## src/design/jtlm_regs.vh

```
`ifndef JTLM_REGS_VH
`define JTLM_REGS_VH
// Register byte offsets
`define JTLM_OFS_MODE 8'h00
`define JTLM_OFS_KCFG 8'h04
`define JTLM_OFS_DID 8'h08
`define JTLM_OFS_OVRT 8'h0c
`define JTLM_OFS_STAT 8'h10
// Link mode selector codes
`define JTLM_MODE_S12_6L 8'h20
`define JTLM_MODE_D12_6L 8'h21
`define JTLM_MODE_S8_4L 8'h22
`define JTLM_MODE_D8_4L 8'h23
`define JTLM_MODE_DDEC4_4L 8'h25
`define JTLM_MODE_SDEC8_2L 8'h26
`define JTLM_MODE_DDEC8_2L 8'h27
`define JTLM_MODE_DDEC16_2L 8'h38
// Field positions
`define JTLM_MODE_LSB 0
`define JTLM_SHM_BIT 8
`define JTLM_ENA_BIT 9
`define JTLM_DID_LSB 0
`define JTLM_OT0_LSB 0
`define JTLM_OT1_LSB 16
// Reset values
`define JTLM_RST_MODE 8'h20
`define JTLM_RST_K 5'h1f
`define JTLM_RST_DID 8'h00
`define JTLM_RST_OT 15'h7fff
// Sync header modes
`define JTLM_SHM_CRC12 1'b0
`define JTLM_SHM_FEC 1'b1
// Bus responses
`define JTLM_RESP_OKAY 2'b00
`define JTLM_RESP_SLVERR 2'b10
`endif
```

## src/design/jtlm_lane_map.v

```verilog
// Overview of operation
// - Single 12-bit six lanes: even samples on A
// - Single 12-bit six lanes: odd samples on B
// - Dual 12-bit six lanes: channel per link
// - Single 8-bit: A even, B odd samples
// - Dual 8-bit: channel A on A, B on B
// - Dual dec4: inphase lane0, quadrature lane1 per link
// - Single dec8: inphase A0, quadrature B0
// - Dual dec8: four octets, I then Q
// - Dual dec16: same four-octet layout
// - Sync header may carry CRC-12
// - No CRC-3 option is offered
// - Sync header may carry FEC instead
// - Software bit selects CRC-12 or FEC
// - One mode selector sets whole lane format
// - Multiframe length in frames is programmable
// - Sixteen lanes in two eight-lane links
// - Low lanes used, upper lanes powered down
// - Link A reports DID, link B DID+1
// - Lane id equals position within link
// - MSB first, tail bits zero
// - Dec lane word: 15-bit value plus overrange
// - Overrange flags from thresholds 0 and 1
`timescale 1ns/1ps
`include "jtlm_regs.vh"
module jtlm_lane_map (
  // Clock and reset
  input wire aclk,
  input wire aresetn,
  // AXI4-Lite write address
  input wire [7:0] s_axi_awaddr,
  input wire s_axi_awvalid,
  output wire s_axi_awready,
  // AXI4-Lite write data
  input wire [31:0] s_axi_wdata,
  input wire [3:0] s_axi_wstrb,
  input wire s_axi_wvalid,
  output wire s_axi_wready,
  // AXI4-Lite write response
  output wire [1:0] s_axi_bresp,
  output wire s_axi_bvalid,
  input wire s_axi_bready,
  // AXI4-Lite read address
  input wire [7:0] s_axi_araddr,
  input wire s_axi_arvalid,
  output wire s_axi_arready,
  // AXI4-Lite read data
  output wire [31:0] s_axi_rdata,
  output wire [1:0] s_axi_rresp,
  output wire s_axi_rvalid,
  input wire s_axi_rready,
  // Sample input, eight 12-bit samples per frame, sample n at [12n+11:12n]
  input wire [95:0] samp_data,
  // Complex input: chan A I, chan A Q, chan B I, chan B Q (16-bit signed)
  input wire [15:0] chan_a_inphase,
  input wire [15:0] chan_a_quadrature,
  input wire [15:0] chan_b_inphase,
  input wire [15:0] chan_b_quadrature,
  input wire samp_valid,
  output wire samp_ready,
  // Lane outputs, 32 bits per lane, octet 0 in the top byte
  output reg [255:0] link_a_lanes,
  output reg [255:0] link_b_lanes,
  output reg lanes_valid,
  output reg [7:0] link_a_lane_pwrdn,
  output reg [7:0] link_b_lane_pwrdn,
  output reg [3:0] lane_octets,
  // Identification and framing
  output reg [7:0] link_a_did,
  output reg [7:0] link_b_did,
  output wire [23:0] lane_ids,
  output reg multiframe_start,
  output reg sync_hdr_fec
);
  // Configuration registers
  reg [7:0] link_mode_select_ff;
  reg [4:0] multiframe_len_minus1_ff;
  reg [7:0] did_ff;
  reg [14:0] overrange_threshold0_ff;
  reg [14:0] overrange_threshold1_ff;
  reg shm_ff; // Sync header mode
  reg ena_ff; // Framer enable
  reg [4:0] frame_cnt_ff; // Frame within multiframe
  reg [31:0] frames_ff; // Frame counter for status
  // Bus state
  reg aw_hold_ff;
  reg [7:0] aw_addr_ff;
  reg w_hold_ff;
  reg [31:0] w_data_ff;
  reg [3:0] w_strb_ff;
  reg bvalid_ff;
  reg [1:0] bresp_ff;
  reg rvalid_ff;
  reg [31:0] rdata_ff;
  reg [1:0] rresp_ff;
  wire do_write;
  wire mode_ok;

  // Mode code check; unlisted codes stop the framer
  function legal_mode;
    input [7:0] m;
    begin
      case (m)
        `JTLM_MODE_S12_6L, `JTLM_MODE_D12_6L, `JTLM_MODE_S8_4L, `JTLM_MODE_D8_4L,
        `JTLM_MODE_DDEC4_4L, `JTLM_MODE_SDEC8_2L, `JTLM_MODE_DDEC8_2L,
        `JTLM_MODE_DDEC16_2L: legal_mode = 1'b1;
        default: legal_mode = 1'b0;
      endcase
    end
  endfunction

  // Active lanes per link for a mode
  function [3:0] lanes_of;
    input [7:0] m;
    begin
      case (m)
        `JTLM_MODE_S12_6L, `JTLM_MODE_D12_6L: lanes_of = 4'h3;
        `JTLM_MODE_S8_4L, `JTLM_MODE_D8_4L, `JTLM_MODE_DDEC4_4L: lanes_of = 4'h2;
        `JTLM_MODE_SDEC8_2L, `JTLM_MODE_DDEC8_2L, `JTLM_MODE_DDEC16_2L: lanes_of = 4'h1;
        default: lanes_of = 4'h0;
      endcase
    end
  endfunction

  // Octets per lane per frame for a mode
  function [3:0] octets_of;
    input [7:0] m;
    begin
      case (m)
        `JTLM_MODE_S12_6L, `JTLM_MODE_D12_6L: octets_of = 4'h2;
        `JTLM_MODE_S8_4L, `JTLM_MODE_D8_4L: octets_of = 4'h1;
        `JTLM_MODE_DDEC4_4L, `JTLM_MODE_SDEC8_2L: octets_of = 4'h2;
        `JTLM_MODE_DDEC8_2L, `JTLM_MODE_DDEC16_2L: octets_of = 4'h4;
        default: octets_of = 4'h0;
      endcase
    end
  endfunction

  // Sixteen-bit lane word: 15-bit value then overrange bit
  function [15:0] dword;
    input [15:0] v;
    input [14:0] t;
    reg [14:0] mag;
    begin
      mag = v[15] ? ~v[14:0] : v[14:0];
      dword = {v[15:1], (mag > t)};
    end
  endfunction

  assign mode_ok = legal_mode(link_mode_select_ff);
  // Lane identifiers are the position in the link, 3 bits each
  genvar gi;
  generate
    for (gi = 0; gi < 8; gi = gi + 1) begin : g_lid
      wire [31:0] lid_w = gi; // Lane index as a plain vector
      assign lane_ids[3*gi +: 3] = lid_w[2:0];
    end
  endgenerate

  // Bus handshakes: one address and one data held, response after both
  assign s_axi_awready = ~aw_hold_ff & ~bvalid_ff;
  assign s_axi_wready = ~w_hold_ff & ~bvalid_ff;
  assign s_axi_bvalid = bvalid_ff;
  assign s_axi_bresp = bresp_ff;
  assign s_axi_arready = ~rvalid_ff;
  assign s_axi_rvalid = rvalid_ff;
  assign s_axi_rdata = rdata_ff;
  assign s_axi_rresp = rresp_ff;
  assign do_write = aw_hold_ff & w_hold_ff & ~bvalid_ff;
  // Framer takes one sample set per frame while running
  assign samp_ready = ena_ff & mode_ok;

  // Write channel and configuration registers
  always @(posedge aclk) begin
    if (!aresetn) begin
      aw_hold_ff <= 1'b0;
      aw_addr_ff <= 8'h00;
      w_hold_ff <= 1'b0;
      w_data_ff <= 32'h0000_0000;
      w_strb_ff <= 4'h0;
      bvalid_ff <= 1'b0;
      bresp_ff <= `JTLM_RESP_OKAY;
      link_mode_select_ff <= `JTLM_RST_MODE;
      shm_ff <= `JTLM_SHM_CRC12;
      ena_ff <= 1'b0;
      multiframe_len_minus1_ff <= `JTLM_RST_K;
      did_ff <= `JTLM_RST_DID;
      overrange_threshold0_ff <= `JTLM_RST_OT;
      overrange_threshold1_ff <= `JTLM_RST_OT;
    end else begin
      // Capture address and data in either order
      if (s_axi_awvalid && s_axi_awready) begin
        aw_hold_ff <= 1'b1;
        aw_addr_ff <= s_axi_awaddr;
      end
      if (s_axi_wvalid && s_axi_wready) begin
        w_hold_ff <= 1'b1;
        w_data_ff <= s_axi_wdata;
        w_strb_ff <= s_axi_wstrb;
      end
      if (do_write) begin
        aw_hold_ff <= 1'b0;
        w_hold_ff <= 1'b0;
        bvalid_ff <= 1'b1;
        bresp_ff <= `JTLM_RESP_OKAY;
        case (aw_addr_ff[7:2])
          // Mode selector, sync header mode, enable
          `JTLM_OFS_MODE >> 2: begin
            if (w_strb_ff[0]) link_mode_select_ff <= w_data_ff[`JTLM_MODE_LSB +: 8];
            if (w_strb_ff[1]) begin
              shm_ff <= w_data_ff[`JTLM_SHM_BIT];
              ena_ff <= w_data_ff[`JTLM_ENA_BIT];
            end
          end
          // Multiframe length minus one
          `JTLM_OFS_KCFG >> 2: begin
            if (w_strb_ff[0]) multiframe_len_minus1_ff <= w_data_ff[4:0];
          end
          `JTLM_OFS_DID >> 2: begin
            if (w_strb_ff[0]) did_ff <= w_data_ff[`JTLM_DID_LSB +: 8];
          end
          // Overrange thresholds
          `JTLM_OFS_OVRT >> 2: begin
            if (w_strb_ff[0]) overrange_threshold0_ff[7:0] <= w_data_ff[7:0];
            if (w_strb_ff[1]) overrange_threshold0_ff[14:8] <= w_data_ff[14:8];
            if (w_strb_ff[2]) overrange_threshold1_ff[7:0] <= w_data_ff[23:16];
            if (w_strb_ff[3]) overrange_threshold1_ff[14:8] <= w_data_ff[30:24];
          end
          `JTLM_OFS_STAT >> 2: bresp_ff <= `JTLM_RESP_OKAY; // Read-only, write ignored
          default: bresp_ff <= `JTLM_RESP_SLVERR; // Unmapped
        endcase
      end else if (bvalid_ff && s_axi_bready) begin
        bvalid_ff <= 1'b0;
      end
    end
  end

  // Read channel: answer one cycle after the address is taken
  always @(posedge aclk) begin
    if (!aresetn) begin
      rvalid_ff <= 1'b0;
      rdata_ff <= 32'h0000_0000;
      rresp_ff <= `JTLM_RESP_OKAY;
    end else if (s_axi_arvalid && s_axi_arready) begin
      rvalid_ff <= 1'b1;
      rresp_ff <= `JTLM_RESP_OKAY;
      case (s_axi_araddr[7:2])
        `JTLM_OFS_MODE >> 2: rdata_ff <= {22'h000000, ena_ff, shm_ff, link_mode_select_ff};
        `JTLM_OFS_KCFG >> 2: rdata_ff <= {27'h0000000, multiframe_len_minus1_ff};
        `JTLM_OFS_DID >> 2: rdata_ff <= {24'h000000, did_ff};
        `JTLM_OFS_OVRT >> 2:
          rdata_ff <= {1'b0, overrange_threshold1_ff, 1'b0, overrange_threshold0_ff};
        // Status: running, mode legal, frame index, frames sent
        `JTLM_OFS_STAT >> 2:
          rdata_ff <= {samp_ready, mode_ok, 1'b0, frame_cnt_ff, frames_ff[23:0]};
        default: begin
          rdata_ff <= 32'h0000_0000;
          rresp_ff <= `JTLM_RESP_SLVERR;
        end
      endcase
    end else if (rvalid_ff && s_axi_rready) begin
      rvalid_ff <= 1'b0;
    end
  end

  // Lane packing for the selected mode, combinational
  reg [255:0] nxt_a;
  reg [255:0] nxt_b;
  reg [15:0] wai, waq, wbi, wbq;
  always @* begin
    nxt_a = 256'h0; // Unused lanes and tail bits stay zero
    nxt_b = 256'h0;
    wai = dword(chan_a_inphase, overrange_threshold0_ff);
    waq = dword(chan_a_quadrature, overrange_threshold1_ff);
    wbi = dword(chan_b_inphase, overrange_threshold0_ff);
    wbq = dword(chan_b_quadrature, overrange_threshold1_ff);
    case (link_mode_select_ff)
      // Even samples on A, odd on B, 12-bit MSB first
      `JTLM_MODE_S12_6L: begin
        nxt_a[31:16] = {samp_data[11:0], samp_data[35:32]};
        nxt_a[63:48] = {samp_data[31:24], samp_data[59:52]};
        nxt_a[95:80] = {samp_data[51:48], samp_data[83:72]};
        nxt_b[31:16] = {samp_data[23:12], samp_data[47:44]};
        nxt_b[63:48] = {samp_data[43:36], samp_data[71:64]};
        nxt_b[95:80] = {samp_data[63:60], samp_data[95:84]};
      end
      // Samples 0..3 are channel A, 4..7 channel B
      `JTLM_MODE_D12_6L: begin
        nxt_a[31:16] = {samp_data[11:0], samp_data[23:20]};
        nxt_a[63:48] = {samp_data[19:12], samp_data[35:28]};
        nxt_a[95:80] = {samp_data[27:24], samp_data[47:36]};
        nxt_b[31:16] = {samp_data[59:48], samp_data[71:68]};
        nxt_b[63:48] = {samp_data[67:60], samp_data[83:76]};
        nxt_b[95:80] = {samp_data[75:72], samp_data[95:84]};
      end
      // 8-bit: top byte of each 12-bit slot
      `JTLM_MODE_S8_4L: begin
        nxt_a[31:24] = samp_data[11:4];
        nxt_a[63:56] = samp_data[35:28];
        nxt_b[31:24] = samp_data[23:16];
        nxt_b[63:56] = samp_data[47:40];
      end
      // Dual 8-bit: A0,A1 then B0,B1 in slots 0..3
      `JTLM_MODE_D8_4L: begin
        nxt_a[31:24] = samp_data[11:4];
        nxt_a[63:56] = samp_data[23:16];
        nxt_b[31:24] = samp_data[35:28];
        nxt_b[63:56] = samp_data[47:40];
      end
      `JTLM_MODE_DDEC4_4L: begin
        nxt_a[31:16] = wai;
        nxt_a[63:48] = waq;
        nxt_b[31:16] = wbi;
        nxt_b[63:48] = wbq;
      end
      // Single channel uses the A complex inputs
      `JTLM_MODE_SDEC8_2L: begin
        nxt_a[31:16] = wai;
        nxt_b[31:16] = waq;
      end
      // Four octets: I word then Q word
      `JTLM_MODE_DDEC8_2L, `JTLM_MODE_DDEC16_2L: begin
        nxt_a[31:0] = {wai, waq};
        nxt_b[31:0] = {wbi, wbq};
      end
      default: begin
        nxt_a = 256'h0;
        nxt_b = 256'h0;
      end
    endcase
  end

  // Power-down masks: lanes at and above the count are off
  reg [7:0] nxt_pd;
  integer li;
  always @* begin
    nxt_pd = 8'hff;
    for (li = 0; li < 8; li = li + 1) begin
      if (li < lanes_of(link_mode_select_ff)) nxt_pd[li] = 1'b0;
    end
  end

  // Frame output and multiframe counting
  always @(posedge aclk) begin
    if (!aresetn) begin
      link_a_lanes <= 256'h0;
      link_b_lanes <= 256'h0;
      lanes_valid <= 1'b0;
      frame_cnt_ff <= 5'h00;
      frames_ff <= 32'h0000_0000;
      multiframe_start <= 1'b0;
    end else begin
      lanes_valid <= samp_valid & samp_ready;
      multiframe_start <= 1'b0;
      if (samp_valid && samp_ready) begin
        link_a_lanes <= nxt_a;
        link_b_lanes <= nxt_b;
        frames_ff <= frames_ff + 32'h0000_0001;
        multiframe_start <= (frame_cnt_ff == 5'h00);
        // Wrap after field value plus one frames
        if (frame_cnt_ff >= multiframe_len_minus1_ff) frame_cnt_ff <= 5'h00;
        else frame_cnt_ff <= frame_cnt_ff + 5'h01;
      end else if (!samp_ready) begin
        frame_cnt_ff <= 5'h00;
      end
    end
  end

  // Static per-link outputs
  always @(posedge aclk) begin
    if (!aresetn) begin
      link_a_lane_pwrdn <= 8'hff;
      link_b_lane_pwrdn <= 8'hff;
      lane_octets <= 4'h0;
      link_a_did <= `JTLM_RST_DID;
      link_b_did <= `JTLM_RST_DID;
      sync_hdr_fec <= `JTLM_SHM_CRC12;
    end else begin
      link_a_lane_pwrdn <= nxt_pd; // Both links same count
      link_b_lane_pwrdn <= nxt_pd;
      lane_octets <= octets_of(link_mode_select_ff);
      link_a_did <= did_ff;
      link_b_did <= did_ff + 8'h01;
      // Only CRC-12 or FEC; no CRC-3 code exists
      sync_hdr_fec <= shm_ff;
    end
  end
endmodule // jtlm_lane_map

```

## config.mk

```make
export PLATFORM = sky130hd
export DESIGN_NAME = jtlm_lane_map
export DESIGN_NICKNAME = d
export VERILOG_FILES = /design/src/design/jtlm_lane_map.v
export VERILOG_INCLUDE_DIRS = /design/src /design/src/design
export SDC_FILE = /design/constraint.sdc
export NUM_CORES = 1
export LEC_CHECK = 0
export CORE_AREA = 8 8 318 320
export DETAILED_ROUTE_END_ITERATION = 10
export DIE_AREA = 0 0 326 328
export DONT_BUFFER_PORTS = 1
export PLACE_DENSITY_LB_ADDON = 0.08
export REMOVE_ABC_BUFFERS = 1
export SYNTH_ARGS = -nofsm -noshare
export SYNTH_HDL_FRONTEND = slang
export SYNTH_SLANG_ARGS = --single-unit
```

## constraint.sdc

```tcl
create_clock -name aclk -period 2.6 [get_ports aclk]
set_input_delay 0 -clock aclk [delete_from_list [all_inputs] [get_ports aclk]]
set_output_delay 0 -clock aclk [all_outputs]
set_load 0.005 [all_outputs]
```

Yosys cells after proc, flatten, opt, wreduce, memory -nomap -nowiden
Index checks and enable logic that the tools add are counted.
- register bits after elaboration: 332
- bits in latches: 0
- RAM bits: 0
- memory bits (read-only): 0
- memories kept: 0
- add/subtract/negate cells: 3
- $mul: 0
- div/mod/pow operators: 0
- order comparisons: 13
- equality and inequality tests: 17
- shifts and indexed selects: 0
- multiplexer cells: 37
- bitwise logic cells: 15
- reductions and logical operators: 34
- operator list (kind ; number):
    $pmux W32 S5 ; 1
    $pmux W8 S5 ; 2
    $pmux W8 S3 ; 3
    $eq A8 B6 Y1 const B ; 8
    $pmux W16 S2 ; 2
    $pmux W8 S4 ; 2
    $gt A15 B15 Y1 ; 4
    $mux W15 ; 4
    $not A15 Y15 ; 4
    $add A32 B1 Y32 const B ; 1
    $mux W16 ; 2
    $eq A6 B2 Y1 const B ; 4
    $reduce_and A3 Y1 ; 8
    $lt A3 B4 Y1 const A ; 4
    $pmux W8 S2 ; 1
    $mux W5 ; 3
    $mux W1 ; 13
    $eq A6 B1 Y1 const B ; 2
    $eq A6 B3 Y1 const B ; 2
    $logic_not A6 Y1 ; 2
    $reduce_or A4 Y1 ; 3
    $reduce_or A2 Y1 ; 5
    $reduce_or A5 Y1 ; 2
    $pmux W3 S3 ; 1
    other kinds (16) ; 36

Longest topological paths before layout
- depth in word-level cells: 6
- depth in mapped cells: 10
- gate-level depth less buffers: 8

Least setup slack after synthesis
OpenSTA, ideal clock, no wires.
- kind: input-to-reg
- start: input port chan_b_quadrature[15]
- end: register link_b_lanes[48]
- data arrival time: 2.517 ns
- data required time: 2.530 ns
- setup slack: 0.012 ns
- stages on the path: 10
- path buffers: 2
- path through: clkbuf_1 -> clkbuf_1 -> xor2_1 -> ha_1 -> and3_1 -> nor2b_1 -> nand2_1 -> o221a_2 -> or4b_2 -> a21oi_1
- word-level cells in the longest chain between the ends: 3
- ends and longest elaborated chain (what ; line ; RTL):
    start: declaration ; jtlm_lane_map.v:58 ; input wire [15:0] chan_b_quadrature,
    $mux W15 ; jtlm_lane_map.v:145 ; mag = v[15] ? ~v[14:0] : v[14:0];
    $gt A15 B15 Y1 ; jtlm_lane_map.v:146 ; dword = {v[15:1], (mag > t)};
    $pmux W8 S3 ; jtlm_lane_map.v:277 ; case (link_mode_select_ff)
    end signal: assignment ; jtlm_lane_map.v:357 ; link_b_lanes <= nxt_b;
    end: declaration ; jtlm_lane_map.v:63 ; output reg [255:0] link_b_lanes,
Every way passes these cells.
A chain may end at the register's enable or synchronous reset.

Worst setup path after layout
- start: input port s_axi_araddr[6]
- end: register rdata_ff[2], in the netlist s_axi_rdata[2]
- word-level cells in the longest chain between the ends: 2
- ends and longest elaborated chain (what ; line ; RTL):
    start: declaration ; jtlm_lane_map.v:44 ; input wire [7:0] s_axi_araddr,
    $eq A6 B3 Y1, or another cell as far along ; jtlm_lane_map.v:247 ; case (s_axi_araddr[7:2])
    $pmux W32 S5 * ; jtlm_lane_map.v:247 ;
    end signal: assignment ; jtlm_lane_map.v:248 ; `JTLM_OFS_MODE >> 2: rdata_ff <= {22'h000000, ena_ff, shm_ff, link_mode_select_ff};
    end signal: assignment ; jtlm_lane_map.v:249 ; `JTLM_OFS_KCFG >> 2: rdata_ff <= {27'h0000000, multiframe_len_minus1_ff};
    end signal: assignment ; jtlm_lane_map.v:250 ; `JTLM_OFS_DID >> 2: rdata_ff <= {24'h000000, did_ff};
    end: declaration ; jtlm_lane_map.v:94 ; reg [31:0] rdata_ff;
Every way passes the cells marked *; elsewhere a longest branch is shown, timed or not.

==> impl_metrics.yaml <==
detailed_routing:
  vias: 15200
  drt-wirelength-per-cell_um: 23.9
  dr.pass1.iters: 6
  ant_nets: 0
  drt_wl_total_mm: 89.0
  drc: 0
  via_per_inst: 4.10
  drt_iter0_drc: 876
floorplanning:
  die_y_um: 328
  ios: 837
  coreArea_mm2: 0.0960
  start_util_pct: 18.8
  die_area_mm2: 0.107
  num_rows: 114
  die_w_um: 326
yosys:
  ys_async_sr_fraction_pct: 0
  synthTopCellsByArea: "dfxtp_1 35%, buf_4 18%, ha_1 4.8%"
  synth.cell_area_mm2: 0.0181
  synth_top_area_share_pct: 34.7
  synth_edf_count: 0
  yosysSeqAreaShare_pct: 34.7
  yosys_register_bits: 313
  synthDistinctLibCells: 71
  yosysWarningCount: 0
  synth-main-ff-cell: "dfxtp_1"
  synth_largest_area_cell: "dfxtp_1"
  synthCells: 2139
  avgSynthCellArea_um2: 8.45
global_route:
  grt_pass1_wl_mm: 122
  track_usage_pct: 15.5
  gr-total-overflow: 0
  grt_max_degree: 82
  antenna_found_initial: 12
  grt_pass1_vias: 15800
place:
  dp_hpwl_mm: 66.6
  pre_cts_slack_ps: 115
  gp_congestion: 0.753
  numPortBuffers: 0
  dp.cells: 3351
sta:
  finalWorstSetupSlack_ps: 135
  setup_viol: 0
  min_period_over_period_pct: 94.8
  hold_viol_final: 0
  hold_ws_ps: 42.8
  period_minus_slack_ps: 2470
  rsz0062_at_grt: "no"
  skew_ps: 13.3
  slew_viol_final: 0
  fmax_mhz: 406
  maxSlewHeadroom_pct: 53.9
  tightest_slew_ps: 690
layout:
  layout.nets: 2697
  mostFrequentLayoutCells: "421 x conb_1, 310 x dfxtp_1, 281 x dlygate4sd3_1, 221 x nand2_1, 171 x nor2_1"
  nFillCells: 10600
  syn2layout_area_growth_pct: 25.4
  layout-drive-gt1-share_pct: 7.79
  layout_commonest_cell: "conb_1"
  fin_util_pct: 23.6
  seq_area_mm2: 0.00627
  multiInputGateArea_mm2: 0.00959
  final_cells: 3720
worst_setup_path:
  cp-end-kind: "register"
  startpoint: "s_axi_araddr[6]"
  path_class: "in2reg"
  cp_max_fo: 8
  startpoint_type: "primary input"
  required_ps: 3140
  rr_startpoint: "lanes_of.m[5]$_SDFFE_PN1P_"
  crit_arrival_ps: 3000
outcome:
  outcome: "complete, no violations"
clocking:
  cts_tree: "yes"
  insertion_delay_ps: 610
  clock-root-buffer: "clkbuf_16"
  clock_sinks: 313
  cts_buffers: 44
  cts.clk_slew.worst_paths_ps: 50
  clk_path_buf_depth: 3
  htreeDepth: 2
power_and_ir_drop:
  ir_worst_vdd_mv: 0.417
  p_leak_nw: 9.45
  powerDensity_mw_per_mm2: 552
job:
  drv_cap: 0
min_path:
  min_path_type: "in2reg"
  min_from: "s_axi_arvalid"
==> power breakdown <==
group	internal [W]	switching [W]
logic	0.000549	0.000750
registers	0.00486	0.0000703
clock network	0.00374	0.00253
total	0.00915	0.00335
==> state kept, by name, summed over array words and instances, names as in the netlist, 15 cells and up <==
register                 flops
w_data_ff                   30
link_a_lanes                64
dword.t                     15
frames_ff                   24
link_b_lanes                64
overrange_threshold0_ff     15
s_axi_rdata                 32
==> layout make-up <==
class	instances	area share [%]
Sequential cell	313	27.7
Tap cell	1276	7.04
Clock inverter	12	0.640
Multi-Input combinational cell	1648	42.3
Inverter	45	0.778
Antenna cell	5	0.0552
Clock buffer	65	5.87
Timing Repair Buffer	356	15.6
==> synth_stat cells, types with 32 or more instances <==
cell / number
a21oi_1: 98
a221oi_1: 49
a22o_1: 32
buf_4: 427
clkbuf_1: 92
dfxtp_1: 313
ha_1: 69
inv_1: 44
mux2i_1: 42
nand2_1: 221
nand3_1: 82
nor2_1: 174
nor3_1: 43
xor2_1: 79
==> what timing repair did <==
| item | 4_1_cts | 5_1_grt |
|---|---|---|
| endpoints found under the setup margin | 0 | 42 |
| endpoints found under the hold margin | 278 | 0 |
| setup buffers | 0 | 4 |
| resized for setup | 0 | 11 |
| hold buffers | 282 | 0 |
==> critical path: stages <==
cell	delay, ps
dlygate4sd3_1	540
nor4_1	390
dlygate4sd3_1	640
nand2_1	60
nor2_1	460
a221oi_1	180
dlygate4sd3_1	620
nor2_1	100
==> metrics by stage <==
step / TNS (ps) / power, W / area (um^2)
after floorplan: -462120 / 0.00553 / 15900
after global placement: 0 / 0.00580 / 18200
after detailed placement: 0 / 0.00580 / 18200
after CTS: 0 / 0.0128 / 22600
after global routing: 0 / 0.0131 / 22700
final: 0 / 0.0125 / 22700
==> per-layer routing <==
metal  global-route usage (%)  vias to the layer above  part of all wire, %
li1                         -                     7170                    -
met1                     18.9                     7388                   42
met2                     26.1                      578                   48
met3                     4.82                       98                  7.4
met4                     4.60                        6                  2.6
met5                        0                        -                0.046
==> logic make-up (layout without fill, tap and decap cells) <==
group,after synthesis,in the layout,share of synthesized area [%]
AO/OA/AOI/OAI,391,391,15.6
AND/OR/NAND/NOR,626,626,15.9
flip-flops,313,313,34.7
multiplexers,52,52,3.14
buffers and inverters,597,478,21.5
XOR/XNOR,89,89,4.31
other,2,426,0.0415
adder cells (fa/ha/maj),69,69,4.78
==> worst paths after layout <==
kind / slack (ps) / end / depth (start not counted)
setup / recovery: 130 / s_axi_rdata[2]$_SDFFE_PN0P_ / 8
hold reg to reg: 460 / w_data_ff[27]$_SDFFE_PN0P_ / 2
setup reg to reg: 140 / link_b_lanes[24]$_SDFFE_PN0P_ / 6
hold / removal: 40 / s_axi_rresp[1]$_SDFFE_PN0P_ / 3
Note: power is estimated with default switching activity, not from simulation.
